File: src/rtl/lsn_pkg.sv
// ==========================================================
// Shared constants and helpers for the start-up negotiation
package lsn_pkg;
  // ==========================================================
  // Field widths
  localparam int RATE_W = 3; // Line rate index, 7 is fastest
  localparam int NRATE = 8; // Entries in a line rate mask
  localparam int VER_W = 3; // Protocol version word
  localparam int NVER = 8; // Entries in a version mask
  localparam int CMR_W = 8; // Management rate word
  // ==========================================================
  // Timing, times in milliseconds
  localparam int CLK_KHZ = 50000; // 50 MHz system clock
  localparam int CTRL_DWELL_MS = 1000; // Controller dwell, centre of 0.9 to 1.1 s
  localparam int EQ_DWELL_MS = 4000; // Equipment dwell, centre of 3.9 to 4.1 s
  localparam int EVAL_MS = 100; // Longest gap between evaluations
  localparam int SUP_MS = 10000; // Supervision expiry, per implementation
  localparam int CTRL_DWELL_CYC = CTRL_DWELL_MS * CLK_KHZ;
  localparam int EQ_DWELL_CYC = EQ_DWELL_MS * CLK_KHZ;
  localparam int EVAL_CYC = EVAL_MS * CLK_KHZ;
  localparam int SUP_CYC = SUP_MS * CLK_KHZ;
  localparam int LINK_HALF_CYC = 4; // Half period of the link clock
  localparam int CNT_W = 32; // Timer counter width
  // ==========================================================
  // Start-up states
  typedef enum logic [1:0] {
    ST_STANDBY,
    ST_SYNC,
    ST_PROTO,
    ST_AGREED
  } lsn_state_type;
  // ==========================================================
  // Highest set entry of a mask, zero when empty
  function automatic logic [RATE_W-1:0] lsn_top(input logic [NRATE-1:0] mask);
    logic [RATE_W-1:0] r;
    r = '0;
    for (int i = 0; i < NRATE; i++) begin
      if (mask[i]) begin
        r = RATE_W'(i);
      end
    end
    return r;
  endfunction
  // Next lower available entry, wrapping to the highest
  function automatic logic [RATE_W-1:0] lsn_step(input logic [RATE_W-1:0] cur,
                                                 input logic [NRATE-1:0] mask);
    logic [RATE_W-1:0] r;
    logic [RATE_W-1:0] idx;
    logic found;
    r = cur;
    found = 1'b0;
    for (int k = 1; k < NRATE; k++) begin
      idx = RATE_W'(cur - RATE_W'(k));
      if (!found && mask[idx]) begin
        r = idx;
        found = 1'b1;
      end
    end
    return r;
  endfunction
  // Highest available version not above the received one, else lowest
  function automatic logic [VER_W-1:0] lsn_pick(input logic [VER_W-1:0] rx,
                                                input logic [NVER-1:0] mask);
    logic [VER_W-1:0] r;
    logic found;
    r = '0;
    found = 1'b0;
    for (int i = 0; i < NVER; i++) begin
      if (mask[i] && (VER_W'(i) <= rx)) begin
        r = VER_W'(i);
        found = 1'b1;
      end
    end
    if (!found) begin
      for (int i = NVER - 1; i >= 0; i--) begin
        if (mask[i]) begin
          r = VER_W'(i);
        end
      end
    end
    return r;
  endfunction
endpackage

File: src/rtl/lsn_link_if.sv
`timescale 1ns/10ps
`default_nettype none
// ==========================================================
// Link between the controller end and the equipment end
interface lsn_link_if;
  import lsn_pkg::*;
  logic link_clk; // Link clock made by the controller
  logic dl_tx_on; // Controller transmitter active
  logic [RATE_W-1:0] dl_rate; // Downlink line rate
  logic [VER_W-1:0] dl_ver; // Downlink protocol version word
  logic [CMR_W-1:0] dl_hdlc_rate; // Downlink slow management rate word
  logic [CMR_W-1:0] dl_eth_rate; // Downlink fast management rate word
  logic ul_tx_on; // Equipment transmitter active
  logic [RATE_W-1:0] ul_rate; // Uplink line rate
  logic [VER_W-1:0] ul_ver; // Uplink protocol version word
  logic [CMR_W-1:0] ul_hdlc_rate; // Uplink slow management rate word
  logic [CMR_W-1:0] ul_eth_rate; // Uplink fast management rate word
  // Controller side
  modport ctrl_end (
    output link_clk, dl_tx_on, dl_rate, dl_ver, dl_hdlc_rate, dl_eth_rate,
    input ul_tx_on, ul_rate, ul_ver, ul_hdlc_rate, ul_eth_rate
  );
  // Equipment side
  modport equip_end (
    input link_clk, dl_tx_on, dl_rate, dl_ver, dl_hdlc_rate, dl_eth_rate,
    output ul_tx_on, ul_rate, ul_ver, ul_hdlc_rate, ul_eth_rate
  );
endinterface
`default_nettype wire

File: src/rtl/lsn_ctrl_end.sv
`timescale 1ns/10ps
`default_nettype none
// ==========================================================
// Radio controller unit end of the start-up negotiation
// Function
// - Control words match advertised protocol version.
// - Rate switch gaps stay below 0.1 s.
// - Hyperframe sync within 0.2 s when clean.
// - Evaluate received words every 0.1 s.
// - Supervision timer runs from start until link.
// - Listed transitions start or clear supervision.
// - Expiry re-enters synchronisation state.
// - Expiry period is an implementation setting.
// - Standby neither transmits nor receives.
// - Controller starts at highest rate both ways.
// - Controller steps rate each dwell, wrapping.
// - Controller advertises highest version and rates.
// - Equipment steps receive rate each longer dwell.
// - Equipment transmits only after sync, same rate.
// - Equipment advertises rule or highest values.
// - Controller picks highest version entering setup.
// - Controller reselects version not above received.
// - Setup done when received equals transmitted version.
// - Equipment reselects version not above received.
// - Control bits not acted on in setup.
// - Version mismatch returns to protocol setup.
module lsn_ctrl_end #(
  parameter int DWELL_CYC = lsn_pkg::CTRL_DWELL_CYC, // Rate dwell
  parameter int EVAL_CYC = lsn_pkg::EVAL_CYC, // Evaluation period
  parameter int SUP_CYC = lsn_pkg::SUP_CYC, // Supervision expiry
  parameter int LINK_HALF = lsn_pkg::LINK_HALF_CYC // Link clock half period
) (
  input wire logic clk_in,
  input wire logic rst_b_in,
  lsn_link_if.ctrl_end link,
  input wire logic start_in,
  input wire logic [lsn_pkg::NRATE-1:0] rate_mask_in,
  input wire logic [lsn_pkg::NVER-1:0] ver_mask_in,
  input wire logic [lsn_pkg::CMR_W-1:0] hdlc_top_in,
  input wire logic [lsn_pkg::CMR_W-1:0] eth_top_in,
  input wire logic hfn_sync_in,
  input wire logic cm_link_up_in,
  output logic [lsn_pkg::RATE_W-1:0] line_rate_out,
  output logic rx_enable_out,
  output logic tx_enable_out,
  output logic [lsn_pkg::VER_W-1:0] ver_out,
  output logic ver_agreed_out,
  output logic l1_ctrl_usable_out,
  output logic sup_expired_out
);
  import lsn_pkg::*;
  // ==========================================================
  // Declarations
  localparam int SYN_W = 1 + VER_W; // Peer tx on and version
  logic [SYN_W-1:0] syn1_reg, syn2_reg; // Two stage synchroniser
  logic [SYN_W-1:0] syn3_reg; // Previous sample for stability
  lsn_state_type state_reg, state_next;
  logic [RATE_W-1:0] rate_reg, rate_next; // Shared tx and rx rate
  logic [VER_W-1:0] ver_reg, ver_next; // Advertised version
  logic [CNT_W-1:0] dwell_reg, dwell_next;
  logic [CNT_W-1:0] eval_reg, eval_next;
  logic [CNT_W-1:0] sup_reg, sup_next;
  logic sup_run_reg, sup_run_next;
  logic exp_reg, exp_next; // Expiry pulse
  logic [CNT_W-1:0] div_reg, div_next; // Link clock divider
  logic lclk_reg, lclk_next; // Link clock level
  logic dl_on_reg, dl_on_next; // Downlink words, change at clock fall
  logic [RATE_W-1:0] dl_rate_reg, dl_rate_next;
  logic [VER_W-1:0] dl_ver_reg, dl_ver_next;
  logic rx_valid; // Peer on and word stable for two samples
  logic [VER_W-1:0] rx_ver; // Received version
  logic eval_tick; // Evaluation instant
  logic [VER_W-1:0] pick; // Reselection result
  // ==========================================================
  // Synchroniser for uplink pins
  always_ff @(posedge clk_in) begin
    if (!rst_b_in) begin
      syn1_reg <= '0;
      syn2_reg <= '0;
      syn3_reg <= '0;
    end else begin
      syn1_reg <= {link.ul_tx_on, link.ul_ver};
      syn2_reg <= syn1_reg;
      syn3_reg <= syn2_reg;
    end
  end
  assign rx_valid = syn2_reg[VER_W] && (syn2_reg == syn3_reg);
  assign rx_ver = syn2_reg[VER_W-1:0];
  assign eval_tick = (eval_reg == CNT_W'(EVAL_CYC - 1));
  assign pick = lsn_pick(rx_ver, ver_mask_in);
  // ==========================================================
  // Next state of the start-up logic
  always_comb begin
    state_next = state_reg;
    rate_next = rate_reg;
    ver_next = ver_reg;
    dwell_next = dwell_reg;
    eval_next = eval_tick ? '0 : eval_reg + 1'b1;
    sup_next = sup_reg;
    sup_run_next = sup_run_reg;
    exp_next = 1'b0;
    // Supervision timer counts while armed
    if (sup_run_reg) begin
      sup_next = sup_reg + 1'b1;
    end
    // Management link up stops supervision
    if (cm_link_up_in) begin
      sup_run_next = 1'b0;
    end
    unique case (state_reg)
      ST_STANDBY: begin
        // Link idle until configured
        if (start_in) begin
          state_next = ST_SYNC;
          rate_next = lsn_top(rate_mask_in);
          ver_next = lsn_top(ver_mask_in);
          dwell_next = '0;
          sup_next = '0;
          sup_run_next = 1'b1;
        end
      end
      ST_SYNC: begin
        ver_next = lsn_top(ver_mask_in);
        if (hfn_sync_in) begin
          state_next = ST_PROTO; // Sync indication acted on at once
          ver_next = lsn_top(ver_mask_in);
        end else if (dwell_reg == CNT_W'(DWELL_CYC - 1)) begin
          // Tx and rx step together, same value
          rate_next = lsn_step(rate_reg, rate_mask_in); // One-cycle retune, short gap
          dwell_next = '0;
        end else begin
          dwell_next = dwell_reg + 1'b1;
        end
      end
      ST_PROTO: begin
        // Control bits are not acted on here
        if (!hfn_sync_in) begin
          state_next = ST_SYNC;
          rate_next = lsn_top(rate_mask_in);
          dwell_next = '0;
        end else if (eval_tick && rx_valid) begin
          if (rx_ver == ver_reg) begin
            state_next = ST_AGREED;
          end else begin
            ver_next = pick;
            if (pick == rx_ver) begin
              state_next = ST_AGREED;
            end
          end
        end
      end
      ST_AGREED: begin
        if (!hfn_sync_in) begin
          state_next = ST_SYNC;
          rate_next = lsn_top(rate_mask_in);
          dwell_next = '0;
        end else if (eval_tick && rx_valid && rx_ver != ver_reg) begin
          state_next = ST_PROTO;
        end
      end
    endcase
    // Expiry restarts synchronisation at the top rate
    if (sup_run_reg && sup_reg == CNT_W'(SUP_CYC - 1)) begin
      state_next = ST_SYNC;
      rate_next = lsn_top(rate_mask_in);
      ver_next = lsn_top(ver_mask_in);
      dwell_next = '0;
      sup_next = '0;
      exp_next = 1'b1;
    end
  end
  // ==========================================================
  // Next state of the link clock and downlink words
  always_comb begin
    div_next = div_reg + 1'b1;
    lclk_next = lclk_reg;
    dl_on_next = dl_on_reg;
    dl_rate_next = dl_rate_reg;
    dl_ver_next = dl_ver_reg;
    if (div_reg == CNT_W'(LINK_HALF - 1)) begin
      div_next = '0;
      lclk_next = !lclk_reg;
      // Words change only as the clock falls, so the far end samples them settled
      if (lclk_reg) begin
        dl_on_next = (state_reg != ST_STANDBY);
        dl_rate_next = rate_reg;
        dl_ver_next = ver_reg;
      end
    end
  end
  // ==========================================================
  // State registers
  always_ff @(posedge clk_in) begin
    if (!rst_b_in) begin
      state_reg <= ST_STANDBY;
      rate_reg <= '0;
      ver_reg <= '0;
      dwell_reg <= '0;
      eval_reg <= '0;
      sup_reg <= '0;
      sup_run_reg <= 1'b0;
      exp_reg <= 1'b0;
      div_reg <= '0;
      lclk_reg <= 1'b0;
      dl_on_reg <= 1'b0;
      dl_rate_reg <= '0;
      dl_ver_reg <= '0;
    end else begin
      state_reg <= state_next;
      rate_reg <= rate_next;
      ver_reg <= ver_next;
      dwell_reg <= dwell_next;
      eval_reg <= eval_next;
      sup_reg <= sup_next;
      sup_run_reg <= sup_run_next;
      exp_reg <= exp_next;
      div_reg <= div_next;
      lclk_reg <= lclk_next;
      dl_on_reg <= dl_on_next;
      dl_rate_reg <= dl_rate_next;
      dl_ver_reg <= dl_ver_next;
    end
  end
  // ==========================================================
  // Outputs
  assign link.link_clk = lclk_reg;
  assign link.dl_tx_on = dl_on_reg;
  assign link.dl_rate = dl_rate_reg;
  assign link.dl_ver = dl_ver_reg;
  assign link.dl_hdlc_rate = hdlc_top_in;
  assign link.dl_eth_rate = eth_top_in;
  assign line_rate_out = rate_reg; // Retunes the serialiser
  assign rx_enable_out = (state_reg != ST_STANDBY);
  assign tx_enable_out = (state_reg != ST_STANDBY);
  assign ver_out = ver_reg; // Framer fills words to match
  assign ver_agreed_out = (state_reg == ST_AGREED);
  assign l1_ctrl_usable_out = (state_reg == ST_AGREED);
  assign sup_expired_out = exp_reg;
endmodule
`default_nettype wire

File: src/flat_wrapper.sv
// flat-port wrapper written by rule: the top's interface ports become plain ports
module lsn_ctrl_end_flat import lsn_pkg::*;
#(
  parameter int DWELL_CYC = lsn_pkg::CTRL_DWELL_CYC,              
  parameter int EVAL_CYC = lsn_pkg::EVAL_CYC,                     
  parameter int SUP_CYC = lsn_pkg::SUP_CYC,                      
  parameter int LINK_HALF = lsn_pkg::LINK_HALF_CYC                          
)
  (clk_in, rst_b_in, start_in, rate_mask_in, ver_mask_in, hdlc_top_in, eth_top_in, hfn_sync_in, cm_link_up_in, line_rate_out, rx_enable_out, tx_enable_out, ver_out, ver_agreed_out, l1_ctrl_usable_out, sup_expired_out, link_link_clk, link_dl_tx_on, link_dl_rate, link_dl_ver, link_dl_hdlc_rate, link_dl_eth_rate, link_ul_tx_on, link_ul_rate, link_ul_ver, link_ul_hdlc_rate, link_ul_eth_rate);
  lsn_link_if link_i ();
  input wire logic clk_in;
  input wire logic rst_b_in;
  input wire logic start_in;
  input wire logic [lsn_pkg::NRATE-1:0] rate_mask_in;
  input wire logic [lsn_pkg::NVER-1:0] ver_mask_in;
  input wire logic [lsn_pkg::CMR_W-1:0] hdlc_top_in;
  input wire logic [lsn_pkg::CMR_W-1:0] eth_top_in;
  input wire logic hfn_sync_in;
  input wire logic cm_link_up_in;
  output logic [lsn_pkg::RATE_W-1:0] line_rate_out;
  output logic rx_enable_out;
  output logic tx_enable_out;
  output logic [lsn_pkg::VER_W-1:0] ver_out;
  output logic ver_agreed_out;
  output logic l1_ctrl_usable_out;
  output logic sup_expired_out;
  output wire logic [$bits(link_i.link_clk)-1:0] link_link_clk;
  output wire logic [$bits(link_i.dl_tx_on)-1:0] link_dl_tx_on;
  output wire logic [$bits(link_i.dl_rate)-1:0] link_dl_rate;
  output wire logic [$bits(link_i.dl_ver)-1:0] link_dl_ver;
  output wire logic [$bits(link_i.dl_hdlc_rate)-1:0] link_dl_hdlc_rate;
  output wire logic [$bits(link_i.dl_eth_rate)-1:0] link_dl_eth_rate;
  input wire logic [$bits(link_i.ul_tx_on)-1:0] link_ul_tx_on;
  input wire logic [$bits(link_i.ul_rate)-1:0] link_ul_rate;
  input wire logic [$bits(link_i.ul_ver)-1:0] link_ul_ver;
  input wire logic [$bits(link_i.ul_hdlc_rate)-1:0] link_ul_hdlc_rate;
  input wire logic [$bits(link_i.ul_eth_rate)-1:0] link_ul_eth_rate;
  assign link_link_clk = link_i.link_clk;
  assign link_dl_tx_on = link_i.dl_tx_on;
  assign link_dl_rate = link_i.dl_rate;
  assign link_dl_ver = link_i.dl_ver;
  assign link_dl_hdlc_rate = link_i.dl_hdlc_rate;
  assign link_dl_eth_rate = link_i.dl_eth_rate;
  assign link_i.ul_tx_on = link_ul_tx_on;
  assign link_i.ul_rate = link_ul_rate;
  assign link_i.ul_ver = link_ul_ver;
  assign link_i.ul_hdlc_rate = link_ul_hdlc_rate;
  assign link_i.ul_eth_rate = link_ul_eth_rate;
  lsn_ctrl_end #(.DWELL_CYC(DWELL_CYC), .EVAL_CYC(EVAL_CYC), .SUP_CYC(SUP_CYC), .LINK_HALF(LINK_HALF)) u_core (.clk_in(clk_in), .rst_b_in(rst_b_in), .link(link_i), .start_in(start_in), .rate_mask_in(rate_mask_in), .ver_mask_in(ver_mask_in), .hdlc_top_in(hdlc_top_in), .eth_top_in(eth_top_in), .hfn_sync_in(hfn_sync_in), .cm_link_up_in(cm_link_up_in), .line_rate_out(line_rate_out), .rx_enable_out(rx_enable_out), .tx_enable_out(tx_enable_out), .ver_out(ver_out), .ver_agreed_out(ver_agreed_out), .l1_ctrl_usable_out(l1_ctrl_usable_out), .sup_expired_out(sup_expired_out));
endmodule
File: config.mk
export PLATFORM = sky130hd
export DESIGN_NAME = lsn_ctrl_end_flat
export DESIGN_NICKNAME = d
export VERILOG_FILES = /design/src/rtl/lsn_pkg.sv /design/src/rtl/lsn_link_if.sv /design/src/rtl/lsn_ctrl_end.sv /design/src/flat_wrapper.sv
export SDC_FILE = /design/constraint.sdc
export NUM_CORES = 1
export LEC_CHECK = 0
export BUFFER_PORTS_ARGS = -buffer_cell sky130_fd_sc_hd__buf_2
export CAP_MARGIN = 10
export CORE_MARGIN = 2
export CORE_UTILIZATION = 53
export CTS_CLUSTER_DIAMETER = 80
export CTS_CLUSTER_SIZE = 12
export DETAILED_ROUTE_END_ITERATION = 6
export GPL_ROUTABILITY_DRIVEN = 0
export PLACE_DENSITY_LB_ADDON = 0.25
export SLEW_MARGIN = 40
export SYNTH_ARGS = -nofsm -noshare
export SYNTH_HDL_FRONTEND = slang
export SYNTH_SLANG_ARGS = --single-unit
File: constraint.sdc
create_clock -name clk_in -period 3.1 [get_ports clk_in]
set_input_delay 0.465 -clock clk_in [delete_from_list [all_inputs] [get_ports clk_in]]
set_output_delay 0.465 -clock clk_in [all_outputs]
set_load 0.02 [all_outputs]
==> impl_metrics.py <==
metrics = {
    "global_route": {
        "grt_pass1_wl_um": 28400,
        "antenna_found_initial": 1,
        "grtUsageTotal": 0.207,
        "grt_max_degree": 33,
        "gr-total-overflow": 0,
        "grt_pass1_vias": 6134,
    },
    "clocking": {
        "cts_tree": "built",
        "clk_pin_slew_ns": 0.06,
        "clock-root-buffer": "clkbuf_16",
        "numCtsBuffers": 17,
        "postCtsHoldBufs": 0,
        "clock_path_buffers": 2,
        "cts_sinks": 158,
        "htree_levels": 4,
        "insertion_delay_ns": 0.42,
    },
    "setup_path": {
        "reg2regPathDepth": 9,
        "crit_type": "reg -> reg",
        "worstPathArrival_ns": 3.26,
        "slowest_stage": "mux4_2",
        "ff2ff_setup_slack_ns": 0.14,
        "worstPathRequired_ns": 3.40,
        "crit_path_max_fanout": 11,
        "cp_top_family": "multiplexers",
        "slowest_delay_ns": 0.52,
        "timing.rr.end": "u_core.line_rate_out[2]",
        "end_kind": "flop",
        "crit_chain": "inv_1 -> ha_4 -> mux2_2 -> or2_2 -> mux4_2 -> nor4_4 -> a221o_1 -> a22oi_1 -> o311a_1",
        "crit_start": "u_core.line_rate_out[1]",
        "start_kind": "flop",
        "r2r-start": "u_core.line_rate_out[1]",
        "setup.worst_path.end": "u_core.line_rate_out[2]",
        "worstSetupPathDepth": 9,
        "critPathBufInv": 1,
    },
    "drt": {
        "drt-total-wl_um": 16800,
        "vias": 6854,
        "drc": 0,
        "drtPass1Iterations": 7,
        "vias_per_cell": 5.62,
        "routedWlPerCell_um": 13.8,
        "ant_nets": 0,
        "drt_iter0_markers": 473,
    },
    "power": {
        "p_leak_nw": 3.32,
        "irDropWorstVdd_mv": 0.445,
        "power_density_nw_per_um2": 614,
        "power.total_mw": 5.61,
    },
    "synthesis": {
        "synth_top_family_by_area": "simple AND/OR/NAND/NOR gates",
        "synth_fa_ha_area_frac": 0.00910,
        "synth-seq-area-share": 0.383,
        "netlist_instances": 1000,
        "synth_mux_area_frac": 0.0532,
        "synth_enable_flop_cells": 0,
        "synth_xor_area_frac": 0.113,
        "avgSynthCellArea_um2": 8.25,
        "synthFlopType": "dfxtp_1",
        "synth_nets": 1066,
        "synth-compound-area-share": 0.100,
        "synthArstFlopShare": 0,
        "synth-seq-cells": 158,
        "syn-cell-area_um2": 8250,
        "yosys_warnings": 0,
        "synthDistinctLibCells": 67,
        "yosys.area_share.simple": 0.295,
    },
    "job": {
        "maxCapViolCount": 0,
    },
    "final_layout": {
        "num-nets-final": 1085,
        "layout_commonest_cell": "nor2_1",
        "drive_above_1_share": 0.113,
        "antenna_cells": 0,
        "mostFrequentLayoutCells": "nor2_1 (162), dfxtp_1 (157), nand2_1 (79)",
        "syn_to_final_growth_pct": 10.8,
        "nFillCells": 1334,
    },
    "sta": {
        "slew-limit-headroom": 0.633,
        "fin_crit_ns": 2.96,
        "tightest_slew_ns": 0.550,
        "final-setup-viol-count": 0,
        "period_share": 0.956,
        "worst_clock_skew_ns": 0.0121,
        "hold_viol_final": 0,
        "slew_violations": 0,
        "layout_setup_ws_ns": 0.136,
        "tns_ns": 0,
        "hold_ws_ns": 0.256,
        "max_freq_mhz": 337,
    },
    "floorplan": {
        "die_area_um2": 16600,
        "die_x_um": 129,
        "core-area_um2": 15200,
        "start_util": 0.543,
        "rows": 45,
        "io_pins": 95,
        "die_h_um": 129,
    },
    "min_path": {
        "hold_class": "in -> reg",
    },
    "placement": {
        "dp_hpwl_um": 11300,
        "post-place-ws_ns": 0.147,
        "portBuffers": 43,
    },
    "outcome": {
        "status": "complete, no violations",
    },
}
worst min-delay path by stage:
stage | from | end | slack (ns) | cells past startpoint
floorplan | u_core.syn1_reg[0] | u_core.syn2_reg[0] | 0.41 | 1
global placement | u_core.syn1_reg[2] | u_core.syn2_reg[2] | 0.42 | 1
detailed placement | u_core.syn1_reg[2] | u_core.syn2_reg[2] | 0.42 | 1
CTS | link_ul_ver[2] | u_core.syn1_reg[2] | 0.24 | 2
global route | link_ul_ver[0] | u_core.syn1_reg[0] | 0.25 | 2
finish | link_ul_ver[2] | u_core.syn1_reg[2] | 0.26 | 2
kinds of logic (layout without fill, tap and decap cells):
group	Yosys count	in the layout
buffers and inverters	83	114
multiplexers	32	32
AND/OR/NAND/NOR	484	484
XOR/XNOR	106	106
AO/OA/AOI/OAI	131	131
adder cells (fa/ha/maj)	6	6
flip-flops	158	158
area by class of cell:
type	count	area (µm²)	share of cell area
Clock buffer	19	453	0.0495
Tap cell	188	235	0.0257
Clock inverter	12	134	0.0146
Inverter	24	90.1	0.00985
Sequential cell	158	3170	0.346
Multi-Input combinational cell	759	4730	0.517
Timing Repair Buffer	59	335	0.0367
metrics by stage:
| stage | util | instances | cell area, µm² |
|---|---|---|---|
| floorplan | - | 1000 | 8300 |
| global placement | 0.560 | 1184 | 8520 |
| detailed placement | 0.560 | 1184 | 8520 |
| CTS | 0.599 | 1215 | 9110 |
| global route | 0.601 | 1219 | 9140 |
| finish | 0.601 | 1219 | 9140 |
timing repair:
action / CTS / global route
setup buffers: 0 / 4
gates resized for setup: 0 / 1
setup endpoints to repair: 0 / 2
report_power, final:
| part | switching (mW) | internal [mW] | total (mW) | leakage (nW) |
|---|---|---|---|---|
| combinational | 0.790 | 0.611 | 1.40 | 1.75 |
| clock | 0.840 | 1.23 | 2.07 | 0.294 |
| sequential | 0.0577 | 2.08 | 2.14 | 1.28 |
| total | 1.69 | 3.93 | 5.61 | 3.32 |
layer usage:
metal	vias up	share of wire	global-route usage
li1	3531	-	-
met1	3157	0.50	0.291
met2	146	0.44	0.319
met3	18	0.041	0.0437
met4	2	0.012	0.0659
met5	-	0.00048	0
Yosys cell counts, types with 2 or more instances:
cell	count	area [µm²]
a211oi_1	2	15.0
a21o_1	2	15.0
a21oi_1	39	195
a221o_1	2	20.0
a311oi_1	6	52.6
a31oi_1	7	43.8
and2_0	2	12.5
and2_1	21	131
and3_1	26	163
and4_1	7	61.3
buf_1	2	7.51
buf_2	4	20.0
buf_4	19	143
clkbuf_1	34	128
dfxtp_1	158	3160
ha_1	6	75.1
inv_1	23	86.3
mux2_2	5	56.3
mux2i_1	18	180
mux4_2	9	203
nand2_1	79	297
nand2b_1	6	37.5
nand3_1	52	260
nand3b_1	6	45.0
nand4_1	32	200
nand4b_1	6	52.6
nor2_1	162	608
nor2b_1	7	43.8
nor3_1	16	80.1
nor3b_1	2	15.0
nor4_1	19	119
nor4b_1	6	52.6
o211ai_1	6	45.0
o21a_1	4	30.0
o21ai_0	39	195
o21ai_1	3	15.0
o311ai_0	2	17.5
o31a_1	2	17.5
o41ai_1	3	26.3
or2_2	3	18.8
or3_1	21	131
or4_1	3	22.5
xnor2_1	31	272
xor2_1	75	657
(Power assumes the default switching activity.)
